`config.mk`:
```
export PLATFORM = sky130hd
export DESIGN_NAME = scic_top
export DESIGN_NICKNAME = d
export VERILOG_FILES = /design/src/include/scic_pkg.sv /design/src/rtl/scic_top.sv
export SDC_FILE = /design/constraint.sdc
export NUM_CORES = 1
export LEC_CHECK = 0
export ABC_AREA = 1
export BUFFER_PORTS_ARGS = -buffer_cell sky130_fd_sc_hd__buf_2
export CAP_MARGIN = 20
export CORE_ASPECT_RATIO = 0.75
export CORE_UTILIZATION = 55
export CTS_CLUSTER_DIAMETER = 100
export CTS_CLUSTER_SIZE = 10
export DETAILED_ROUTE_END_ITERATION = 8
export PLACE_DENSITY = 0.79
export SYNTH_ARGS = -nofsm -noshare
export SYNTH_HDL_FRONTEND = slang
export SYNTH_SLANG_ARGS = --single-unit
```
`constraint.sdc`:
```
create_clock -name clk -period 13.8 [get_ports clk]
set_clock_uncertainty 0.05 [all_clocks]
set_input_delay 1.38 -clock clk [delete_from_list [all_inputs] [get_ports clk]]
set_output_delay 1.38 -clock clk [all_outputs]
set_load 0.1 [all_outputs]
```
`src/include/scic_pkg.sv`:
```
// Shared constants and types of the set/clear interrupt controller.
package scic_pkg;
	localparam int unsigned SCIC_NSRC = 32;
	localparam int unsigned SCIC_AW = 8;
	localparam int unsigned SCIC_DW = 32;

	// Register byte offsets; some offsets are shared by a read view and a write view.
	localparam logic [SCIC_AW-1:0] SCIC_TRIG_A_OFS = 8'h40;
	localparam logic [SCIC_AW-1:0] SCIC_TRIG_A_CLR_OFS = 8'h44;
	localparam logic [SCIC_AW-1:0] SCIC_TRIG_B_OFS = 8'h48;
	localparam logic [SCIC_AW-1:0] SCIC_TRIG_B_CLR_OFS = 8'h4c;
	localparam logic [SCIC_AW-1:0] SCIC_TRIG_C_OFS = 8'h50;
	localparam logic [SCIC_AW-1:0] SCIC_TRIG_C_CLR_OFS = 8'h54;
	localparam logic [SCIC_AW-1:0] SCIC_REQ0_OFS = 8'h54;
	localparam logic [SCIC_AW-1:0] SCIC_SRC_OFS = 8'h58;
	localparam logic [SCIC_AW-1:0] SCIC_SRC_CLR_OFS = 8'h5c;
	localparam logic [SCIC_AW-1:0] SCIC_REQ1_OFS = 8'h5c;
	localparam logic [SCIC_AW-1:0] SCIC_ROUTE_OFS = 8'h60;
	localparam logic [SCIC_AW-1:0] SCIC_ROUTE_CLR_OFS = 8'h64;
	localparam logic [SCIC_AW-1:0] SCIC_WAKE_OFS = 8'h68;
	localparam logic [SCIC_AW-1:0] SCIC_WAKE_CLR_OFS = 8'h6c;
	localparam logic [SCIC_AW-1:0] SCIC_ENABLE_OFS = 8'h70;
	localparam logic [SCIC_AW-1:0] SCIC_ENABLE_CLR_OFS = 8'h74;
	localparam logic [SCIC_AW-1:0] SCIC_RISE_OFS = 8'h78;
	localparam logic [SCIC_AW-1:0] SCIC_FALL_OFS = 8'h7c;
	localparam logic [SCIC_AW-1:0] SCIC_TEST_OFS = 8'h80;

	// Reset values of the per-source state and the test bit position.
	localparam logic [SCIC_NSRC-1:0] SCIC_VEC_RST = 32'h0000_0000;
	localparam logic [SCIC_DW-1:0] SCIC_DATA_ZERO = 32'h0000_0000;
	localparam int unsigned SCIC_TEST_BIT = 0;

	// Bus-request carrier built from the Avalon signals; acceptance is decided apart from it.
	typedef struct packed {
		logic [SCIC_AW-1:0] addr;
		logic rd;
		logic wr;
		logic [SCIC_DW-1:0] mask;
	} scic_bus_s;

	// Per-source decode of the three trigger-mode bits.
	typedef struct packed {
		logic [SCIC_NSRC-1:0] rise_en;
		logic [SCIC_NSRC-1:0] fall_en;
		logic [SCIC_NSRC-1:0] high_en;
		logic [SCIC_NSRC-1:0] low_en;
	} scic_trig_s;
endpackage

```
`src/rtl/scic_top.sv`:
```
// Set/clear interrupt controller with 32 sources and an Avalon-MM register slave.
//
// Summary of operation
// - Thirty-two sources; bit n of each per-source register governs source n.
// - All per-source registers are 32 bits wide; test register is not.
// - Read views return current state; a write at a read view's offset acts on the write view that shares that offset.
// - Set views force to one every bit written with one.
// - Clear views force to zero every bit written with one, except an edge latch bit that a new edge sets in the same cycle.
// - Reads and writes at offsets 0x54 and 0x5c decode to different registers.
// - Top bit zero: disabled, rising, falling, or both edges.
// - Top bit one: disabled, high level, low level, or everything.
// - Select bit zero takes the test bit, one takes the external line.
// - Test register holds one bit feeding every source selector.
// - Route bit zero steers to request one, one steers to request zero.
// - Request zero active vector is readable and zero after reset.
// - Request one active vector is readable and zero after reset.
// - Enable bit one passes, zero blocks; all zero after reset.
// - Wake bit lets an enabled interrupt leave idle; zero after reset.
// - Rising edges latch until software clears them via rising clear view.
// - Falling edges latch until software clears them via falling clear view.
// - Two request outputs, zero and one, go toward the processor.
//
// The implementer's own choice: register access over Avalon-MM.
`timescale 1ns/10ps
module scic_top
	import scic_pkg::*;
(
	input wire logic clk,
	input wire logic sys_rst,
	input wire logic [SCIC_AW-1:0] avs_address,
	input wire logic avs_read,
	input wire logic avs_write,
	input wire logic [SCIC_DW-1:0] avs_writedata,
	input wire logic [3:0] avs_byteenable,
	output logic [SCIC_DW-1:0] avs_readdata,
	output logic avs_waitrequest,
	input wire logic [SCIC_NSRC-1:0] ext_src_line,
	output logic irq_req0,
	output logic irq_req1,
	output logic idle_wakeup
);
	scic_bus_s bus;
	scic_trig_s trig;
	logic waitrequest_q;
	logic [SCIC_DW-1:0] readdata_q;
	logic [SCIC_DW-1:0] rd_data;
	logic acc_wr;
	logic acc_rd_start;
	logic [SCIC_NSRC-1:0] trigger_mode_low_bit_q;
	logic [SCIC_NSRC-1:0] trigger_mode_mid_bit_q;
	logic [SCIC_NSRC-1:0] trigger_mode_top_bit_q;
	logic [SCIC_NSRC-1:0] source_select_q;
	logic [SCIC_NSRC-1:0] request_route_q;
	logic [SCIC_NSRC-1:0] idle_wakeup_enable_q;
	logic [SCIC_NSRC-1:0] source_enable_q;
	logic [SCIC_NSRC-1:0] rise_latch_q;
	logic [SCIC_NSRC-1:0] fall_latch_q;
	logic shared_test_bit_q;
	logic [SCIC_NSRC-1:0] sync1_q;
	logic [SCIC_NSRC-1:0] sync2_q;
	logic [SCIC_NSRC-1:0] prev_q;
	logic [SCIC_NSRC-1:0] sel_in;
	logic [SCIC_NSRC-1:0] rise_ev;
	logic [SCIC_NSRC-1:0] fall_ev;
	logic [SCIC_NSRC-1:0] active;
	logic [SCIC_NSRC-1:0] req0_vec;
	logic [SCIC_NSRC-1:0] req1_vec;
	logic [SCIC_NSRC-1:0] wake_vec;
	logic irq_req0_q;
	logic irq_req1_q;
	logic idle_wakeup_q;

	// Pack the bus request; byte enables become a per-bit write mask.
	assign bus.addr = avs_address;
	assign bus.rd = avs_read;
	assign bus.wr = avs_write;
	assign bus.mask = {{8{avs_byteenable[3]}}, {8{avs_byteenable[2]}},
		{8{avs_byteenable[1]}}, {8{avs_byteenable[0]}}} & avs_writedata;

	// A write takes effect on the edge where the master sees waitrequest low.
	assign acc_wr = bus.wr && !waitrequest_q;
	// Read data is captured on the edge that drops waitrequest.
	assign acc_rd_start = bus.rd && waitrequest_q;

	// Waitrequest idles high and drops for exactly one cycle per request.
	// Holding it high by default keeps a new request from being taken twice.
	always_ff @(posedge clk or posedge sys_rst) begin
		if (sys_rst) begin
			waitrequest_q <= 1'b1;
		end else if (!waitrequest_q) begin
			waitrequest_q <= 1'b1;
		end else if (bus.rd || bus.wr) begin
			waitrequest_q <= 1'b0;
		end
	end

	// Read decode; unmapped offsets and write-only offsets read as zero.
	always_comb begin
		rd_data = SCIC_DATA_ZERO;
		case (bus.addr)
			SCIC_TRIG_A_OFS: rd_data = trigger_mode_low_bit_q;
			SCIC_TRIG_B_OFS: rd_data = trigger_mode_mid_bit_q;
			SCIC_TRIG_C_OFS: rd_data = trigger_mode_top_bit_q;
			SCIC_REQ0_OFS: rd_data = req0_vec;
			SCIC_SRC_OFS: rd_data = source_select_q;
			SCIC_REQ1_OFS: rd_data = req1_vec;
			SCIC_ROUTE_OFS: rd_data = request_route_q;
			SCIC_WAKE_OFS: rd_data = idle_wakeup_enable_q;
			SCIC_ENABLE_OFS: rd_data = source_enable_q;
			SCIC_RISE_OFS: rd_data = rise_latch_q;
			SCIC_FALL_OFS: rd_data = fall_latch_q;
			SCIC_TEST_OFS: rd_data[SCIC_TEST_BIT] = shared_test_bit_q;
			default: rd_data = SCIC_DATA_ZERO;
		endcase
	end

	// Read data register, loaded once per read and held until the next one.
	always_ff @(posedge clk or posedge sys_rst) begin
		if (sys_rst) begin
			readdata_q <= SCIC_DATA_ZERO;
		end else if (acc_rd_start) begin
			readdata_q <= rd_data;
		end
	end

	assign avs_readdata = readdata_q;
	assign avs_waitrequest = waitrequest_q;

	// Trigger-mode bit registers; each has a set view and a clear view.
	// set by one
	always_ff @(posedge clk or posedge sys_rst) begin
		if (sys_rst) begin
			trigger_mode_low_bit_q <= SCIC_VEC_RST;
			trigger_mode_mid_bit_q <= SCIC_VEC_RST;
			trigger_mode_top_bit_q <= SCIC_VEC_RST;
		end else if (acc_wr) begin
			case (bus.addr)
				SCIC_TRIG_A_OFS: trigger_mode_low_bit_q <= trigger_mode_low_bit_q | bus.mask;
				SCIC_TRIG_A_CLR_OFS: trigger_mode_low_bit_q <= trigger_mode_low_bit_q & ~bus.mask;
				SCIC_TRIG_B_OFS: trigger_mode_mid_bit_q <= trigger_mode_mid_bit_q | bus.mask;
				SCIC_TRIG_B_CLR_OFS: trigger_mode_mid_bit_q <= trigger_mode_mid_bit_q & ~bus.mask;
				SCIC_TRIG_C_OFS: trigger_mode_top_bit_q <= trigger_mode_top_bit_q | bus.mask;
				SCIC_TRIG_C_CLR_OFS: trigger_mode_top_bit_q <= trigger_mode_top_bit_q & ~bus.mask;
				default: begin
				end
			endcase
		end
	end

	// Source select and request routing registers.
	// set by one
	always_ff @(posedge clk or posedge sys_rst) begin
		if (sys_rst) begin
			source_select_q <= SCIC_VEC_RST;
			request_route_q <= SCIC_VEC_RST;
		end else if (acc_wr) begin
			case (bus.addr)
				SCIC_SRC_OFS: source_select_q <= source_select_q | bus.mask;
				// write at shared offset clears select
				SCIC_SRC_CLR_OFS: source_select_q <= source_select_q & ~bus.mask;
				SCIC_ROUTE_OFS: request_route_q <= request_route_q | bus.mask;
				SCIC_ROUTE_CLR_OFS: request_route_q <= request_route_q & ~bus.mask;
				default: begin
				end
			endcase
		end
	end

	// Enable and wake masks; both clear at reset so nothing fires unprogrammed.
	// enable mask register
	always_ff @(posedge clk or posedge sys_rst) begin
		if (sys_rst) begin
			source_enable_q <= SCIC_VEC_RST;
			idle_wakeup_enable_q <= SCIC_VEC_RST;
		end else if (acc_wr) begin
			case (bus.addr)
				SCIC_ENABLE_OFS: source_enable_q <= source_enable_q | bus.mask;
				SCIC_ENABLE_CLR_OFS: source_enable_q <= source_enable_q & ~bus.mask;
				SCIC_WAKE_OFS: idle_wakeup_enable_q <= idle_wakeup_enable_q | bus.mask;
				SCIC_WAKE_CLR_OFS: idle_wakeup_enable_q <= idle_wakeup_enable_q & ~bus.mask;
				default: begin
				end
			endcase
		end
	end

	// Single read/write test bit; only byte lane zero reaches it.
	// test bit storage
	always_ff @(posedge clk or posedge sys_rst) begin
		if (sys_rst) begin
			shared_test_bit_q <= 1'b0;
		end else if (acc_wr && bus.addr == SCIC_TEST_OFS && avs_byteenable[0]) begin
			shared_test_bit_q <= avs_writedata[SCIC_TEST_BIT];
		end
	end

	// External lines come from another domain, so two flops precede any use.
	// Software must have made GPIO lines inputs with their pin function enabled.
	always_ff @(posedge clk or posedge sys_rst) begin
		if (sys_rst) begin
			sync1_q <= SCIC_VEC_RST;
			sync2_q <= SCIC_VEC_RST;
		end else begin
			sync1_q <= ext_src_line;
			sync2_q <= sync1_q;
		end
	end

	assign sel_in = (source_select_q & sync2_q) |
		(~source_select_q & {SCIC_NSRC{shared_test_bit_q}});

	// Previous selected level, for edge detection after the mux.
	// Switching the selector may itself produce an edge; program it before enabling.
	always_ff @(posedge clk or posedge sys_rst) begin
		if (sys_rst) begin
			prev_q <= SCIC_VEC_RST;
		end else begin
			prev_q <= sel_in;
		end
	end

	// Trigger decode of {top, mid, low}.
	// edge modes
	assign trig.rise_en = trigger_mode_low_bit_q &
		(~trigger_mode_top_bit_q | trigger_mode_mid_bit_q);
	assign trig.fall_en = trigger_mode_mid_bit_q &
		(~trigger_mode_top_bit_q | trigger_mode_low_bit_q);
	assign trig.high_en = trigger_mode_top_bit_q & trigger_mode_low_bit_q;
	assign trig.low_en = trigger_mode_top_bit_q & trigger_mode_mid_bit_q;

	assign rise_ev = sel_in & ~prev_q & trig.rise_en;
	assign fall_ev = ~sel_in & prev_q & trig.fall_en;

	// Edge latches; a new edge wins over a clear written in the same cycle.
	// rising latch
	always_ff @(posedge clk or posedge sys_rst) begin
		if (sys_rst) begin
			rise_latch_q <= SCIC_VEC_RST;
			fall_latch_q <= SCIC_VEC_RST;
		end else begin
			if (acc_wr && bus.addr == SCIC_RISE_OFS) begin
				rise_latch_q <= (rise_latch_q & ~bus.mask) | rise_ev;
			end else begin
				rise_latch_q <= rise_latch_q | rise_ev;
			end
			if (acc_wr && bus.addr == SCIC_FALL_OFS) begin
				fall_latch_q <= (fall_latch_q & ~bus.mask) | fall_ev;
			end else begin
				fall_latch_q <= fall_latch_q | fall_ev;
			end
		end
	end

	// Active sources and the enabled, routed vectors.
	// active by level or latched edge
	assign active = (rise_latch_q & trig.rise_en) | (fall_latch_q & trig.fall_en) |
		(sel_in & trig.high_en) | (~sel_in & trig.low_en);
	assign req0_vec = active & source_enable_q & request_route_q;
	assign req1_vec = active & source_enable_q & ~request_route_q;
	assign wake_vec = active & source_enable_q & idle_wakeup_enable_q;

	// Registered outputs toward the core; one cycle behind the vectors.
	// two request outputs
	always_ff @(posedge clk or posedge sys_rst) begin
		if (sys_rst) begin
			irq_req0_q <= 1'b0;
			irq_req1_q <= 1'b0;
			idle_wakeup_q <= 1'b0;
		end else begin
			irq_req0_q <= |req0_vec;
			irq_req1_q <= |req1_vec;
			idle_wakeup_q <= |wake_vec;
		end
	end

	assign irq_req0 = irq_req0_q;
	assign irq_req1 = irq_req1_q;
	assign idle_wakeup = idle_wakeup_q;
endmodule

```
# Word-level counts from Yosys, hierarchy flattened
# Cells that the tools add are included.
[word_totals]
word_cells = 124
register_bits = 421
in_bits = 80
output_inout_bits = 36
[op_classes]
mux = 13
n_reduce_logical = 25
n_eq_ne = 17
bitwise = 51
[op_table]
columns = ["cell", "count"]
rows = [
  ["$and 32x32->32", 28],
  ["$or 32x32->32", 17],
  ["$pmux 32 s2", 7],
  ["$pmux 31 s11", 1],
  ["$not 32->32", 6],
  ["$eq 8x7->1 const B", 16],
  ["$reduce_or 32->1", 3],
  ["$mux 32", 2],
  ["$reduce_and 2->1", 7],
  ["$reduce_bool 2->1", 7],
  ["$pmux 1 s12", 1],
  ["$eq 8x8->1 const B", 1],
  ["$logic_and 1x1->1", 6],
  ["$mux 1", 2],
  ["$logic_not 1->1", 1],
  ["$logic_or 1x1->1", 1],
]

# Longest topological paths before layout
[logic_depth]
ltp_word = 10
mapped_depth = 14

# Least setup slack after synthesis
# OpenSTA, ideal clock, no wires.
[synth_timing]
kind = "input-to-reg"
start = "input port avs_address[1]"
end = "register rise_latch_q[2]"
required_ps = 13627
n_path_buf = 2
setup_slack_ps = 11200
cell_stages = 8
t_arrival_ps = 2427
setup_time_ps = 123
path_cell_list = "nor2_4 > nand2_2 > nor2_2 > buf_4 > nand3_1 > buf_2 > o21ai_1 > o21ai_1"
[synth_via]
elab_chain_cells = 3
[synth_lines]
columns = ["item", "line", "rtl"]
rows = [
  ["start, declared", "scic_top.sv:30", "input wire logic [SCIC_AW-1:0] avs_address,"],
  ["$eq 8x7->1", "scic_top.sv:241", "if (acc_wr && bus.addr == SCIC_RISE_OFS) begin"],
  ["$logic_and 1x1->1", "scic_top.sv:241", ""],
  ["$mux 32", "scic_top.sv:241", ""],
  ["end signal, assigned", "scic_top.sv:242", "rise_latch_q <= (rise_latch_q & ~bus.mask) | rise_ev;"],
  ["end signal, assigned", "scic_top.sv:244", "rise_latch_q <= rise_latch_q | rise_ev;"],
  ["end, declared", "scic_top.sv:56", "logic [SCIC_NSRC-1:0] rise_latch_q;"],
]
# Every way passes these cells.
# A chain may end at the register's enable or synchronous reset.

# Worst setup path after layout
[layout_timing]
start = "input port avs_address[1]"
end = "register readdata_q[10] (netlist: avs_readdata[10])"
[layout_via]
elab_chain_cells = 2
elab_cells_between_ends = 12
cone_classes = "eq/ne: 11; mux: 1"
[layout_lines]
columns = ["item", "line", "rtl"]
rows = [
  ["$eq 8x7->1", "scic_top.sv:100", "case (bus.addr)"],
  ["$pmux 31 s11 (*)", "scic_top.sv:100", ""],
  ["end signal, assigned", "scic_top.sv:122", "readdata_q <= rd_data;"],
  ["end, declared", "scic_top.sv:45", "logic [SCIC_DW-1:0] readdata_q;"],
]
# Every way passes the cells marked *; elsewhere a longest branch is shown, timed or not.

==> flow_metrics.py <==
metrics = {
    "routing": {
        "wirelength_um": 70440,
        "dr_wl_met2_um": 30880,
        "first_pass_iters": 8,
        "via_per_inst": 5.928,
        "met1_length_um": 28640,
        "post_drt_wl_per_cell_um": 18.67,
        "drtIter0Drc": 3040,
        "postRouteAntennaNets": 0,
        "vias": 22360,
        "wl_met3_um": 7887,
        "drc": 0,
        "top_layer": "met4",
    },
    "clocking": {
        "cts-resized-gates": 0,
        "h-tree-depth": 2,
        "cts_root_buf": "clkbuf_16",
        "cts_buffers": 48,
        "cts_tree": "yes",
        "cts_sinks": 421,
        "cts_buffer_depth": 3,
        "clkTransAtPathRegs_ns": 0.06,
        "insertion_delay_ns": 0.57,
        "cts_setup_buffers": 0,
        "hold_buffers": 0,
    },
    "critical_path": {
        "crit_path_start_kind": "primary input",
        "r2r_slack_ns": 11.13,
        "required_ns": 14.26,
        "r2r_cells": 7,
        "critPathKind": "primary input to flip-flop",
        "arrival_ns": 4.31,
        "rr_startpoint": "avs_waitrequest",
        "path_max_fanout": 69,
        "crit_path_end_kind": "flip-flop",
    },
    "timing": {
        "min_period_over_period": 0.2794,
        "setup_viol": 0,
        "max_freq_mhz": 259.4,
        "setup_slack_ns": 9.945,
        "maxSlewHeadroom": 0.2888,
        "rsz0062_at_grt": "no",
        "fin_crit_ns": 3.855,
        "finalHoldViolCount": 0,
        "final.setup.tns_ns": 0,
        "tightest_slew_ns": 1.064,
        "slew_violations": 0,
    },
    "pwr": {
        "ir_worst_vdd_uv": 101.0,
        "p_leak_nw": 13.36,
        "p_per_area_mw_per_mm2": 104.0,
    },
    "floorplanning": {
        "die_h_um": 178.0,
        "io_pins": 116,
        "die_area_sq_mm": 0.04212,
        "die_w_um": 236.7,
        "rows": 64,
        "coreArea_sq_mm": 0.04076,
        "start_util": 0.5573,
    },
    "layout": {
        "fin_util": 0.6141,
        "nets": 3311,
        "drive_gt1_frac": 0.07213,
        "diodes": 0,
        "num-fill-cells": 3575,
        "syn2layout_area_growth_pct": 10.20,
        "stdcell_area_sq_mm": 0.02503,
    },
    "worst_hold_path": {
        "holdPathStages": 0,
        "hold_class": "flip-flop to flip-flop",
        "hold_start": "sync1_q[2]",
        "hold_end": "sync2_q[2]",
    },
    "grt": {
        "grt_pass1_vias": 20800,
        "antenna_found_initial": 0,
        "grt-ovfl-total": 0,
        "grt_pass1_wl_um": 111300,
        "grt_max_degree": 144,
        "grt_util_all_layers": 0.3368,
    },
    "logic_synthesis": {
        "ys_types": 24,
        "syn_area_per_cell_sq_um": 7.190,
        "synth_area_sq_mm": 0.02271,
        "ys_warn_count": 0,
        "ys_seq_elements": 421,
        "ys_seq_area_frac": 0.4639,
        "netlist_instances": 3159,
        "synth_fp_nets": 3239,
    },
    "placement": {
        "port-buffer-count": 115,
        "post-dp-hpwl_um": 42960,
        "place_area_sq_mm": 0.02369,
        "place_ws_ns": 9.498,
        "finalWeightedCongestion": 0.9050,
    },
    "status": {
        "status": "finished clean",
    },
    "job": {
        "max_cap_violations": 0,
    },
}
-- how the worst max path moves through the flow --
stage	start	endpoint	slack [ns]
3_5_place_dp	avs_address[1]	avs_readdata[10]	9.50
5_1_grt	avs_address[1]	avs_readdata[31]	9.83
2_1_floorplan	sys_rst	async pin	0.65
4_1_cts	avs_address[1]	avs_readdata[10]	10.09
6_report	avs_address[1]	avs_readdata[10]	9.94
3_3_place_gp	avs_address[7]	avs_readdata[21]	9.51
-- cell type report --
cell class | count | area (sq um) | area share
Clock inverter | 3 | 26.28 | 0.001050
Clock buffer | 60 | 1267 | 0.05064
Multi-Input combinational cell | 2182 | 10050 | 0.4014
Timing Repair Buffer | 143 | 850.8 | 0.03399
Sequential cell | 421 | 10540 | 0.4210
Inverter | 435 | 1642 | 0.06559
Tap cell | 528 | 660.6 | 0.02639
-- cell usage in the layout (no fill, tap or decap), types with 64 or more instances in the layout --
master | netlist | final
a21oi_1 | 64 | 64
buf_2 | 60 | 115
dfrtp_1 | 420 | 420
inv_1 | 423 | 420
mux2i_1 | 64 | 64
nand2_1 | 943 | 943
nand3_1 | 537 | 536
nand4_1 | 109 | 109
nor2_1 | 230 | 224
o21ai_1 | 176 | 176
-- critical path, cell delays in order --
cell and delay, ns:
buf_2 0.11, nor2_4 0.14, nand2_2 0.14, nor2_4 0.10, buf_4 0.71, nand2_1 0.72, buf_4 0.49, nor2_1 0.14
nor2_1 0.07, nand2_1 0.07, nor2_1 0.04, nand3_1 0.06, nand2_1 0.05, nand2_1 0.06
-- synthesized netlist by cell type --
cell type / number / area share
nand2_1: 943 / 0.16
dfstp_2: 1 / 0.0012
o211ai_1: 1 / 0.00033
dfrtp_1: 420 / 0.46
o221ai_1: 1 / 0.00039
o21ai_0: 40 / 0.0088
inv_1: 423 / 0.070
nor2_1: 230 / 0.038
nand3_2: 1 / 0.00044
inv_2: 12 / 0.0020
nand3_1: 537 / 0.12
nand4_1: 109 / 0.030
nand2_2: 2 / 0.00055
buf_2: 60 / 0.013
nor2_2: 5 / 0.0014
buf_1: 10 / 0.0017
nand2_4: 1 / 0.00050
buf_4: 5 / 0.0017
nor4_4: 1 / 0.00094
mux2i_1: 64 / 0.028
a21oi_1: 64 / 0.014
nor2_4: 7 / 0.0035
o21ai_1: 176 / 0.039
clkbuf_1: 46 / 0.0076
-- per-layer routing --
metal | vias to the layer above | track usage
li1 | 10270 | -
met1 | 10460 | 0.4666
met2 | 1406 | 0.5227
met3 | 230 | 0.05757
met4 | 0 | 0.1491
met5 | - | 0
-- per-stage QoR --
step / hold slack, ns / total power [mW] / instances
3_3_place_gp: 0.2831 / 1.485 / 3706
6_report: 0.2926 / 2.604 / 3772
2_1_floorplan: 0.2812 / 1.424 / 3159
3_5_place_dp: 0.2855 / 1.490 / 3707
4_1_cts: 0.2956 / 2.614 / 3770
5_1_grt: 0.3022 / 2.689 / 3772
-- power breakdown --
part	leakage, nW	internal (mW)	switching [mW]
sequential	4.72	1.26	0.0279
clock	0.630	0.635	0.496
combinational	8.02	0.0381	0.142
-- cells by family after synthesis --
family | count (synthesis) | synth area share
multiplexers | 64 | 0.02820
buffers and inverters | 556 | 0.09602
AND/OR/NAND/NOR | 1836 | 0.3495
flip-flops | 421 | 0.4639
AO/OA/AOI/OAI | 282 | 0.06241
No activity file was read; power rests on OpenSTA's default activity.
